### config.mk
export PLATFORM = sky130hd
export DESIGN_NAME = lmd_decoder
export DESIGN_NICKNAME = d
export VERILOG_FILES = /design/src/core/lmd_decoder.v
export VERILOG_INCLUDE_DIRS = /design/src /design/src/core
export SDC_FILE = /design/constraint.sdc
export NUM_CORES = 1
export LEC_CHECK = 0
export BUFFER_PORTS_ARGS = -buffer_cell sky130_fd_sc_hd__buf_2
export CORE_ASPECT_RATIO = 1.1
export CORE_MARGIN = 1.5
export CORE_UTILIZATION = 59
export DETAILED_ROUTE_END_ITERATION = 7
export PLACE_DENSITY_LB_ADDON = 0.3
export REMOVE_ABC_BUFFERS = 1
export SYNTH_ARGS = -nofsm -noshare
export SYNTH_HDL_FRONTEND = slang
export SYNTH_SLANG_ARGS = --single-unit
### constraint.sdc
create_clock -name ref_clk -period 1.6 [get_ports ref_clk]
set_clock_uncertainty 0.2 [all_clocks]
set_input_delay 0 -clock ref_clk [delete_from_list [all_inputs] [get_ports ref_clk]]
set_output_delay 0 -clock ref_clk [all_outputs]
set_load 0.02 [all_outputs]
### src/core/lmd_consts.vh
// constants for the logic and move opcode decoder
`ifndef LMD_CONSTS_VH
`define LMD_CONSTS_VH

// operation class codes, 5 bits wide
`define LMD_CLS_NONE              5'h00
`define LMD_CLS_COMPARE_MEM_IMM   5'h01
`define LMD_CLS_COMPARE_AUX_REG   5'h02
`define LMD_CLS_OR_MEM            5'h03
`define LMD_CLS_OR_IMM            5'h04
`define LMD_CLS_OR_IMM16          5'h05
`define LMD_CLS_OR_ACC            5'h06
`define LMD_CLS_OR_MEM_CONST      5'h07
`define LMD_CLS_ROTATE_LEFT       5'h08
`define LMD_CLS_ROTATE_LEFT_TEST  5'h09
`define LMD_CLS_ROTATE_RIGHT      5'h0A
`define LMD_CLS_ARITH_SHIFT       5'h0B
`define LMD_CLS_COND_SHIFT        5'h0C
`define LMD_CLS_LOGICAL_SHIFT     5'h0D
`define LMD_CLS_XOR_MEM           5'h0E
`define LMD_CLS_XOR_IMM           5'h0F
`define LMD_CLS_XOR_IMM16         5'h10
`define LMD_CLS_XOR_ACC           5'h11
`define LMD_CLS_XOR_MEM_CONST     5'h12
`define LMD_CLS_MOVE_DATA_DATA    5'h13
`define LMD_CLS_MOVE_TO_IMM_ADDR  5'h14
`define LMD_CLS_MOVE_FROM_IMM     5'h15
`define LMD_CLS_MOVE_DATA_MAPPED  5'h16
`define LMD_CLS_MOVE_MAPPED_DATA  5'h17
`define LMD_CLS_MOVE_DATA_PROG    5'h18
`define LMD_CLS_MOVE_MAPPED_MAP   5'h19
`define LMD_CLS_MOVE_PROG_DATA    5'h1A
`define LMD_CLS_PROG_READ_ACC     5'h1B
`define LMD_CLS_PROG_WRITE_ACC    5'h1C

// base word and cycle counts, operands in dual access ram
`define LMD_WORDS_1               3'h1
`define LMD_WORDS_2               3'h2
`define LMD_CYCLES_1              3'h1
`define LMD_CYCLES_2              3'h2
`define LMD_CYCLES_3              3'h3
`define LMD_CYCLES_4              3'h4
`define LMD_CYCLES_5              3'h5
// extra word and cycle for long offset or absolute addressing
`define LMD_LONG_ADDR_EXTRA       3'h1

// fixed shift of the sixteen bit shift forms
`define LMD_SHIFT_16              6'h10

// field positions inside the opcode word
`define LMD_SRC_BIT_HI            9
`define LMD_DST_BIT_HI            8
`define LMD_SRC_BIT_LO            4

// reset values of the registered outputs
`define LMD_RST_CLASS             5'h00
`define LMD_RST_COUNT             3'h0

`endif

### src/core/lmd_decoder.v
// opcode decoder for logical, rotate, shift and move instructions
`timescale 1ns/1ns
`default_nettype none
`include "lmd_consts.vh"

module lmd_decoder (
  input  wire        ref_clk,         // core clock, 25 MHz
  input  wire        resetn,          // async reset, active low
  input  wire        instr_valid,     // first opcode word present
  input  wire [15:0] instr_word,      // first opcode word
  input  wire        long_addr,       // operand uses long offset/absolute
  output reg         dec_valid_q,     // decode result valid
  output reg         dec_known_q,     // opcode belongs to this group
  output reg  [4:0]  op_class_q,      // operation class code
  output reg  [2:0]  word_count_q,    // instruction length in words
  output reg  [2:0]  cycle_count_q,   // execution cycles
  output reg         src_acc_q,       // source accumulator, 1 = b
  output reg         dst_acc_q,       // destination accumulator, 1 = b
  output reg  [5:0]  shift_q,         // signed shift amount
  output reg  [1:0]  cond_q,          // aux compare condition
  output reg  [2:0]  aux_sel_q,       // aux register select
  output reg  [3:0]  field_x_q,       // first operand field, bits 7:4
  output reg  [3:0]  field_y_q,       // second operand field, bits 3:0
  output reg         smem_q           // carries a single data operand
);

  // combinational decode results
  reg  [4:0] cls_d;       // class of the current word
  reg        src_d;       // source accumulator select
  reg        dst_d;       // destination accumulator select
  reg  [5:0] shift_d;     // decoded shift
  reg  [2:0] words_d;     // length with penalty
  reg  [2:0] cycles_d;    // cycles with penalty
  reg        smem_d;      // single data operand flag

  // split of the opcode into nibbles
  wire [3:0] nib3 = instr_word[15:12];  // top nibble
  wire [3:0] nib2 = instr_word[11:8];   // second nibble
  wire [3:0] nib1 = instr_word[7:4];    // third nibble
  wire [3:0] nib0 = instr_word[3:0];    // bottom nibble
  wire [7:0] upper = instr_word[15:8];  // upper byte

  // base words of a class
  function [2:0] base_words;
    input [4:0] cls;
    begin
      case (cls)
        `LMD_CLS_COMPARE_MEM_IMM,
        `LMD_CLS_OR_IMM,
        `LMD_CLS_OR_IMM16,
        `LMD_CLS_OR_MEM_CONST,
        `LMD_CLS_XOR_IMM,
        `LMD_CLS_XOR_IMM16,
        `LMD_CLS_XOR_MEM_CONST,
        `LMD_CLS_MOVE_TO_IMM_ADDR,
        `LMD_CLS_MOVE_FROM_IMM,
        `LMD_CLS_MOVE_DATA_MAPPED,
        `LMD_CLS_MOVE_MAPPED_DATA,
        `LMD_CLS_MOVE_DATA_PROG,
        `LMD_CLS_MOVE_PROG_DATA: base_words = `LMD_WORDS_2;
        `LMD_CLS_NONE:           base_words = `LMD_RST_COUNT;
        default:                 base_words = `LMD_WORDS_1;
      endcase
    end
  endfunction

  // base cycles of a class
  function [2:0] base_cycles;
    input [4:0] cls;
    begin
      case (cls)
        `LMD_CLS_MOVE_DATA_PROG:  base_cycles = `LMD_CYCLES_4;
        `LMD_CLS_MOVE_PROG_DATA:  base_cycles = `LMD_CYCLES_3;
        `LMD_CLS_PROG_READ_ACC,
        `LMD_CLS_PROG_WRITE_ACC:  base_cycles = `LMD_CYCLES_5;
        `LMD_CLS_NONE:            base_cycles = `LMD_RST_COUNT;
        default: begin
          // other two-word forms in this group spend two cycles
          if (base_words(cls) == `LMD_WORDS_2) begin
            base_cycles = `LMD_CYCLES_2;
          end else begin
            base_cycles = `LMD_CYCLES_1;
          end
        end
      endcase
    end
  endfunction

  // classes whose low byte addresses a single data operand
  function has_smem;
    input [4:0] cls;
    begin
      case (cls)
        `LMD_CLS_COMPARE_MEM_IMM,
        `LMD_CLS_OR_MEM,
        `LMD_CLS_OR_MEM_CONST,
        `LMD_CLS_XOR_MEM,
        `LMD_CLS_XOR_MEM_CONST,
        `LMD_CLS_MOVE_TO_IMM_ADDR,
        `LMD_CLS_MOVE_FROM_IMM,
        `LMD_CLS_MOVE_DATA_PROG,
        `LMD_CLS_MOVE_PROG_DATA,
        `LMD_CLS_PROG_READ_ACC,
        `LMD_CLS_PROG_WRITE_ACC: has_smem = 1'b1;
        default:                 has_smem = 1'b0;
      endcase
    end
  endfunction

  // sign extend a five bit shift field to six bits
  function [5:0] sext_shift;
    input [4:0] f;
    begin
      sext_shift = {f[4], f};
    end
  endfunction

  // opcode pattern match to a class
  always @* begin
    cls_d   = `LMD_CLS_NONE;
    src_d   = 1'b0;
    dst_d   = 1'b0;
    shift_d = 6'h00;
    case (nib3)
      4'h0: begin
        // unused top nibble in this group
        cls_d = `LMD_CLS_NONE;
      end
      4'h1: begin
        // single operand or/xor into accumulator
        if (nib2[3:1] == 3'h5) begin
          cls_d = `LMD_CLS_OR_MEM;
          src_d = nib2[0];
          dst_d = nib2[0];
        end else if (nib2[3:1] == 3'h6) begin
          cls_d = `LMD_CLS_XOR_MEM;
          src_d = nib2[0];
          dst_d = nib2[0];
        end
      end
      4'h6: begin
        // memory forms with a 16-bit second word
        case (nib2)
          4'h0:    cls_d = `LMD_CLS_COMPARE_MEM_IMM;
          4'h9:    cls_d = `LMD_CLS_OR_MEM_CONST;
          4'hA:    cls_d = `LMD_CLS_XOR_MEM_CONST;
          default: cls_d = `LMD_CLS_NONE;
        endcase
      end
      4'h7: begin
        // move family
        case (nib2)
          4'h0:    cls_d = `LMD_CLS_MOVE_FROM_IMM;
          4'h1:    cls_d = `LMD_CLS_MOVE_TO_IMM_ADDR;
          4'h2:    cls_d = `LMD_CLS_MOVE_DATA_MAPPED;
          4'h3:    cls_d = `LMD_CLS_MOVE_MAPPED_DATA;
          4'hC:    cls_d = `LMD_CLS_MOVE_PROG_DATA;
          4'hD:    cls_d = `LMD_CLS_MOVE_DATA_PROG;
          4'hE:    cls_d = `LMD_CLS_PROG_READ_ACC;
          4'hF:    cls_d = `LMD_CLS_PROG_WRITE_ACC;
          default: cls_d = `LMD_CLS_NONE;
        endcase
      end
      4'hE: begin
        // dual operand and mapped register moves
        if (nib2 == 4'h5) begin
          cls_d = `LMD_CLS_MOVE_DATA_DATA;
        end else if (nib2 == 4'h7) begin
          cls_d = `LMD_CLS_MOVE_MAPPED_MAP;
        end
      end
      4'hF: begin
        src_d = instr_word[`LMD_SRC_BIT_HI];
        dst_d = instr_word[`LMD_DST_BIT_HI];
        if (nib2[3:2] == 2'b00) begin
          // accumulator logic with s and d at bits 9 and 8
          if (nib1 == 4'h4) begin
            cls_d   = `LMD_CLS_OR_IMM;
            shift_d = {2'b00, nib0};
          end else if (nib1 == 4'h5) begin
            cls_d   = `LMD_CLS_XOR_IMM;
            shift_d = {2'b00, nib0};
          end else if (nib1 == 4'h6 && nib0 == 4'h4) begin
            cls_d   = `LMD_CLS_OR_IMM16;
            shift_d = `LMD_SHIFT_16;
          end else if (nib1 == 4'h6 && nib0 == 4'h5) begin
            cls_d   = `LMD_CLS_XOR_IMM16;
            shift_d = `LMD_SHIFT_16;
          end else if (nib1[3:1] == 3'h5) begin
            cls_d   = `LMD_CLS_OR_ACC;
            shift_d = sext_shift(instr_word[4:0]);
          end else if (nib1[3:1] == 3'h6) begin
            cls_d   = `LMD_CLS_XOR_ACC;
            shift_d = sext_shift(instr_word[4:0]);
          end else if (nib1[3:1] == 3'h7) begin
            cls_d   = `LMD_CLS_LOGICAL_SHIFT;
            shift_d = sext_shift(instr_word[4:0]);
          end
        end else if (nib2[3:2] == 2'b01) begin
          if (nib1[3:1] == 3'h3) begin
            cls_d   = `LMD_CLS_ARITH_SHIFT;
            shift_d = sext_shift(instr_word[4:0]);
          end else if (nib1 == 4'hA && nib0[3]) begin
            // condition in bits 9:8, no accumulator
            cls_d = `LMD_CLS_COMPARE_AUX_REG;
            src_d = 1'b0;
            dst_d = 1'b0;
          end else if (nib2[1] == 1'b0 && nib1 == 4'h9) begin
            // single accumulator forms, s at bit 8
            src_d = instr_word[`LMD_DST_BIT_HI];
            dst_d = instr_word[`LMD_DST_BIT_HI];
            case (nib0)
              4'h0:    cls_d = `LMD_CLS_ROTATE_RIGHT;
              4'h1:    cls_d = `LMD_CLS_ROTATE_LEFT;
              4'h2:    cls_d = `LMD_CLS_ROTATE_LEFT_TEST;
              4'h4:    cls_d = `LMD_CLS_COND_SHIFT;
              default: cls_d = `LMD_CLS_NONE;
            endcase
          end
        end
        // outside this group the selects are not meaningful
        if (cls_d == `LMD_CLS_NONE) begin
          src_d = 1'b0;
          dst_d = 1'b0;
        end
      end
      default: begin
        cls_d = `LMD_CLS_NONE;
      end
    endcase
  end

  // counts with the long addressing penalty applied
  always @* begin
    smem_d   = has_smem(cls_d);
    words_d  = base_words(cls_d);
    cycles_d = base_cycles(cls_d);
    if (smem_d && long_addr) begin
      words_d  = words_d + `LMD_LONG_ADDR_EXTRA;
      cycles_d = cycles_d + `LMD_LONG_ADDR_EXTRA;
    end
  end

  // result registers, updated once per presented word
  always @(posedge ref_clk or negedge resetn) begin
    if (!resetn) begin
      dec_valid_q   <= 1'b0;
      dec_known_q   <= 1'b0;
      op_class_q    <= `LMD_RST_CLASS;
      word_count_q  <= `LMD_RST_COUNT;
      cycle_count_q <= `LMD_RST_COUNT;
      src_acc_q     <= 1'b0;
      dst_acc_q     <= 1'b0;
      shift_q       <= 6'h00;
      cond_q        <= 2'h0;
      aux_sel_q     <= 3'h0;
      field_x_q     <= 4'h0;
      field_y_q     <= 4'h0;
      smem_q        <= 1'b0;
    end else begin
      dec_valid_q <= instr_valid;
      if (instr_valid) begin
        // capture the decode of this word
        dec_known_q   <= (cls_d != `LMD_CLS_NONE);
        op_class_q    <= cls_d;
        word_count_q  <= words_d;
        cycle_count_q <= cycles_d;
        src_acc_q     <= src_d;
        dst_acc_q     <= dst_d;
        shift_q       <= shift_d;
        cond_q        <= instr_word[9:8];
        aux_sel_q     <= instr_word[2:0];
        field_x_q     <= nib1;
        field_y_q     <= nib0;
        smem_q        <= smem_d;
      end
    end
  end

endmodule

`default_nettype wire

==> results.sh, run 1 <==
export IMPL_die_w_um=64.5
export IMPL_synth_adder_area_share_pct=6.02
export IMPL_initial_core_util_pct=61.9
export IMPL_firstError="[ERROR DPL-0033] detailed placement checks failed during check placement."
export IMPL_place_gp_congestion=0.955
export IMPL_synth_edf_count=0
export IMPL_seq_area_frac_synth_pct=32.7
export IMPL_synth_cells=266
export IMPL_ys_warn_count=0
export IMPL_synth_simple_area_share_pct=22.5
export IMPL_synth_top_cells_by_area="dfrtp_1 (33%), ha_1 (5.6%), mux2_2 (5.5%)"
export IMPL_synth_xor_area_share_pct=1.07
export IMPL_dpl_instance_area_mm2=0.00332
export IMPL_die_h_um=70.6
export IMPL_post_cts_resized=66
export IMPL_dpl_hpwl_um=5660
export IMPL_htreeDepth=2
export IMPL_synth_common_cells="dfrtp_1 (32), nor2_1 (20), nand2_1 (18)"
export IMPL_yosys_area_top_type_share_pct=32.7
export IMPL_root_buffer="clkbuf_8"
export IMPL_clockBufferDepth=2
export IMPL_syn_cell_area_mm2=0.00245
export IMPL_status="stopped before the end"
export IMPL_ioPinCount=55
export IMPL_syn_area_per_cell_um2=9.22
export IMPL_portBuffers=54
export IMPL_synth_compound_area_share_pct=23.2
export IMPL_synth_largest_area_cell="dfrtp_1"
export IMPL_cts_num_sinks=32
export IMPL_ys_seq_elements=32
export IMPL_cts_buffers=5
export IMPL_haltStage="4_1_cts"
export IMPL_hold_buffers=15
export IMPL_synthMuxAreaShare_pct=7.96
export IMPL_synthArstFlopShare_pct=100
export IMPL_synth_top_family_by_area="compound AO/OA/AOI/OAI gates"
export IMPL_postCtsSetupBuffers=12
export IMPL_rows=24
export IMPL_synth_most_common_cell="dfrtp_1"
export IMPL_ys_types=68
export IMPL_synth_flop_cell="dfrtp_1"
kinds of logic after synthesis:
logic type	after synthesis
flops	32
simple gates	91
xor+xnor	3
compound gates	77
buf+inv	34
mux	17
fa+ha+maj	12
per-stage QoR:
stage	TNS [ns]	util (%)	setup slack (ns)	instances
floorplan	-11.58	-	-1.89	249
global placement	-15.09	83.7	-1.87	437
detailed placement	-17.20	83.7	-2.02	437
==> inputs of run 2 (changes only) <==
--- a/config.mk
+++ b/config.mk
@@ -7,11 +7,10 @@
 export NUM_CORES = 1
 export LEC_CHECK = 0
 export BUFFER_PORTS_ARGS = -buffer_cell sky130_fd_sc_hd__buf_2
-export CORE_ASPECT_RATIO = 1.1
 export CORE_MARGIN = 1.5
-export CORE_UTILIZATION = 59
+export CORE_UTILIZATION = 40
 export DETAILED_ROUTE_END_ITERATION = 7
-export PLACE_DENSITY_LB_ADDON = 0.3
+export PLACE_DENSITY_LB_ADDON = 0.15
 export REMOVE_ABC_BUFFERS = 1
 export SYNTH_ARGS = -nofsm -noshare
 export SYNTH_HDL_FRONTEND = slang
==> run 2 against run 1 <==
The flow now finishes, with violations (setup timing). Synthesized cell count is the same. Area after synthesis is the same.
==> results.sh, run 2 <==
export IMPL_status="complete, but fails checks"
export IMPL_violations="setup timing"
export IMPL_slowest_stage="a211o_4"
export IMPL_regMostFlops="shift_q"
export IMPL_clkTransAtPathRegs_ns=0.06
export IMPL_crit_type="input port to register"
export IMPL_clock_latency_ns=0.28
export IMPL_synth_top_cells_by_area="dfrtp_1 (33%), ha_1 (5.6%), mux2_2 (5.5%)"
export IMPL_layoutNonFillerInstCount=503
export IMPL_place_ws_ns=-1.96
export IMPL_clockBufferDepth=2
export IMPL_final_cell_mix="buf_4 (88), buf_2 (48), dfrtp_1 (32)"
export IMPL_track_usage_pct=24.9
export IMPL_cap_violations=0
export IMPL_coreArea_mm2=0.00592
export IMPL_fin_crit_sh_pct=192
export IMPL_crit_chain="buf_12 -> inv_8 -> ha_4 -> and4bb_2 -> buf_6 -> nand4_1 -> nand3_2 -> a211o_4 -> nor2_4 -> a211oi_4 -> a211oi_4 -> ha_4 -> a21oi_2 -> a31o_2 -> a211oi_4 -> ha_2 -> o211ai_1 -> a31oi_1"
export IMPL_layout_commonest_cell="buf_4"
export IMPL_htreeDepth=2
export IMPL_synth_flop_cell="dfrtp_1"
export IMPL_critPathBufInv=3
export IMPL_die_h_um=81.3
export IMPL_cp_common_cell="a211oi_4"
export IMPL_num_vias=2773
export IMPL_route_final_wire_length_um=8660
export IMPL_cts_num_sinks=32
export IMPL_synth_largest_area_cell="dfrtp_1"
export IMPL_firstDrtPassIters=4
export IMPL_cp_top_family="compound AO/OA/AOI/OAI gates"
export IMPL_min_period_ns=3.07
export IMPL_worstPathArrival_ns=3.05
export IMPL_max_freq_mhz=326
export IMPL_fin_setup_tns_ns=-10.24
export IMPL_vias_per_cell=5.51
export IMPL_dpl_hpwl_um=5210
export IMPL_drc=0
export IMPL_grt_pass1_vias=2621
export IMPL_ant_nets=0
export IMPL_synth_cells=266
export IMPL_ioPinCount=55
export IMPL_p_total_mw=2.60
export IMPL_dp_cells=460
export IMPL_die_area_mm2=0.00661
export IMPL_place_gp_congestion=0.967
export IMPL_final_area_mm2=0.00427
export IMPL_die_w_um=81.3
export IMPL_initial_core_util_pct=41.4
export IMPL_rows=28
export IMPL_power_leakage_nw=1.94
export IMPL_synth_edf_count=0
export IMPL_largest_reg_flops=6
export IMPL_rsz0062_at_grt="yes"
export IMPL_grt_pass1_wl_um=12600
export IMPL_synthArstFlopShare_pct=100
export IMPL_routedWlPerCell_um=17.2
export IMPL_antenna_found_initial=0
export IMPL_final_setup_viol_count=12
export IMPL_syn_cell_area_mm2=0.00245
export IMPL_first_iter_violations=150
export IMPL_hp_class="input port to register"
export IMPL_nFillCells=439
export IMPL_yosys_area_top_type_share_pct=32.7
export IMPL_antennaDiodeCount=0
export IMPL_drive_gt1_share_pct=59.6
export IMPL_cts_tree="done"
export IMPL_synth_common_cells="dfrtp_1 (32), nor2_1 (20), nand2_1 (18)"
export IMPL_ys_warn_count=0
export IMPL_p_per_area_mw_per_mm2=610
export IMPL_root_buffer="clkbuf_8"
export IMPL_multiInputGateArea_mm2=0.00187
export IMPL_final_nets=458
export IMPL_seq_area_um2=801
export IMPL_grt_max_degree=33
export IMPL_tightest_slew_ns=0.731
export IMPL_hold_viol=0
export IMPL_dpl_instance_area_mm2=0.00335
export IMPL_syn_area_per_cell_um2=9.22
export IMPL_ys_seq_elements=32
export IMPL_ys_types=68
export IMPL_required_ns=1.58
export IMPL_finalMaxSlewViolations=0
export IMPL_setup_ws_ns=-1.47
export IMPL_cp_end_kind="register"
export IMPL_synth_most_common_cell="dfrtp_1"
export IMPL_area_growth_pct=74.1
export IMPL_cts_buffers=5
export IMPL_vdd_drop_max_mv=0.575
export IMPL_worstPathMaxFanout=4
export IMPL_seq_area_frac_synth_pct=32.7
export IMPL_cpPeakStageDelay_ns=0.41
export IMPL_slew_headroom_pct=51.3
export IMPL_portBuffers=54
export IMPL_worst_setup_path_start_kind="input port"
export IMPL_overflow=0
export IMPL_largestRegisters="shift_q (6), op_class_q (5), field_x_q (4)"
[run 2: cell counts after synthesis]
Identical to the previous run, type by type.
[run 2: layout make-up]
| class | instances | area share (%) |
|---|---|---|
| Multi-Input combinational cell | 200 | 43.7 |
| Timing Repair Buffer | 171 | 30.6 |
| Sequential cell | 32 | 18.8 |
| Clock buffer | 7 | 2.26 |
| Tap cell | 75 | 2.20 |
| Inverter | 17 | 1.79 |
| Clock inverter | 1 | 0.703 |
[run 2: layer usage]
| layer | global-route usage, % | wire length, µm | vias to the layer above |
|---|---|---|---|
| li1 | - | - | 1309 |
| met1 | 33.0 | 3640 | 1324 |
| met2 | 40.8 | 4230 | 106 |
| met3 | 4.83 | 437 | 34 |
| met4 | 7.76 | 349 | 0 |
| met5 | 0 | 0 | - |
[run 2: worst paths after layout]
check / slack [ns] / end / from / depth (start not counted)
hold / removal: 0.002 / src_acc_q$_DFFE_PN0P_ / instr_word[8] / 4
setup reg to reg: 0.62 / field_x_q[0]$_DFFE_PN0P_ / field_x_q[0]$_DFFE_PN0P_ / 1
min in group asynchronous: 0.10 / shift_q[2]$_DFFE_PN0P_ / resetn / 2
hold reg to reg: 0.31 / field_x_q[1]$_DFFE_PN0P_ / field_x_q[1]$_DFFE_PN0P_ / 1
setup / recovery: -1.47 / cycle_count_q[2]$_DFFE_PN0P_ / instr_word[10] / 18
max in group asynchronous: 0.62 / dst_acc_q$_DFFE_PN0P_ / resetn / 2
[run 2: power by group]
group | internal, mW | leakage [nW] | switching, mW
Combinational | 0.407 | 1.47 | 0.439
Sequential | 0.864 | 0.405 | 0.0297
Clock | 0.550 | 0.0645 | 0.316
Total | 1.82 | 1.94 | 0.784
[run 2: timing repair]
action	in CTS	in global routing
pin swaps	38	25
hold endpoints to repair	50	0
resized for setup	82	30
setup endpoints to repair	15	16
hold buffers	13	0
setup buffers	15	9
gates cloned	0	0
[run 2: through the flow]
stage,hold slack (ns),utilization [%]
2_1_floorplan,-0.496,-
3_3_place_gp,-0.108,56.5
3_5_place_dp,-0.0987,56.5
4_1_cts,0.00787,69.0
5_1_grt,0.0511,72.1
6_report,0.00161,72.1
[run 2: cell families (layout without fill, tap and decap cells)]
family          after synthesis  count (layout)  synth area share [%]
compound gates               77              77                  23.2
xor+xnor                      3               3                  1.07
fa+ha+maj                    12              12                  6.02
buf+inv                      34             196                  6.58
flops                        32              32                  32.7
mux                          17              17                  7.96
simple gates                 91              91                  22.5
(Power assumes the default switching activity.)
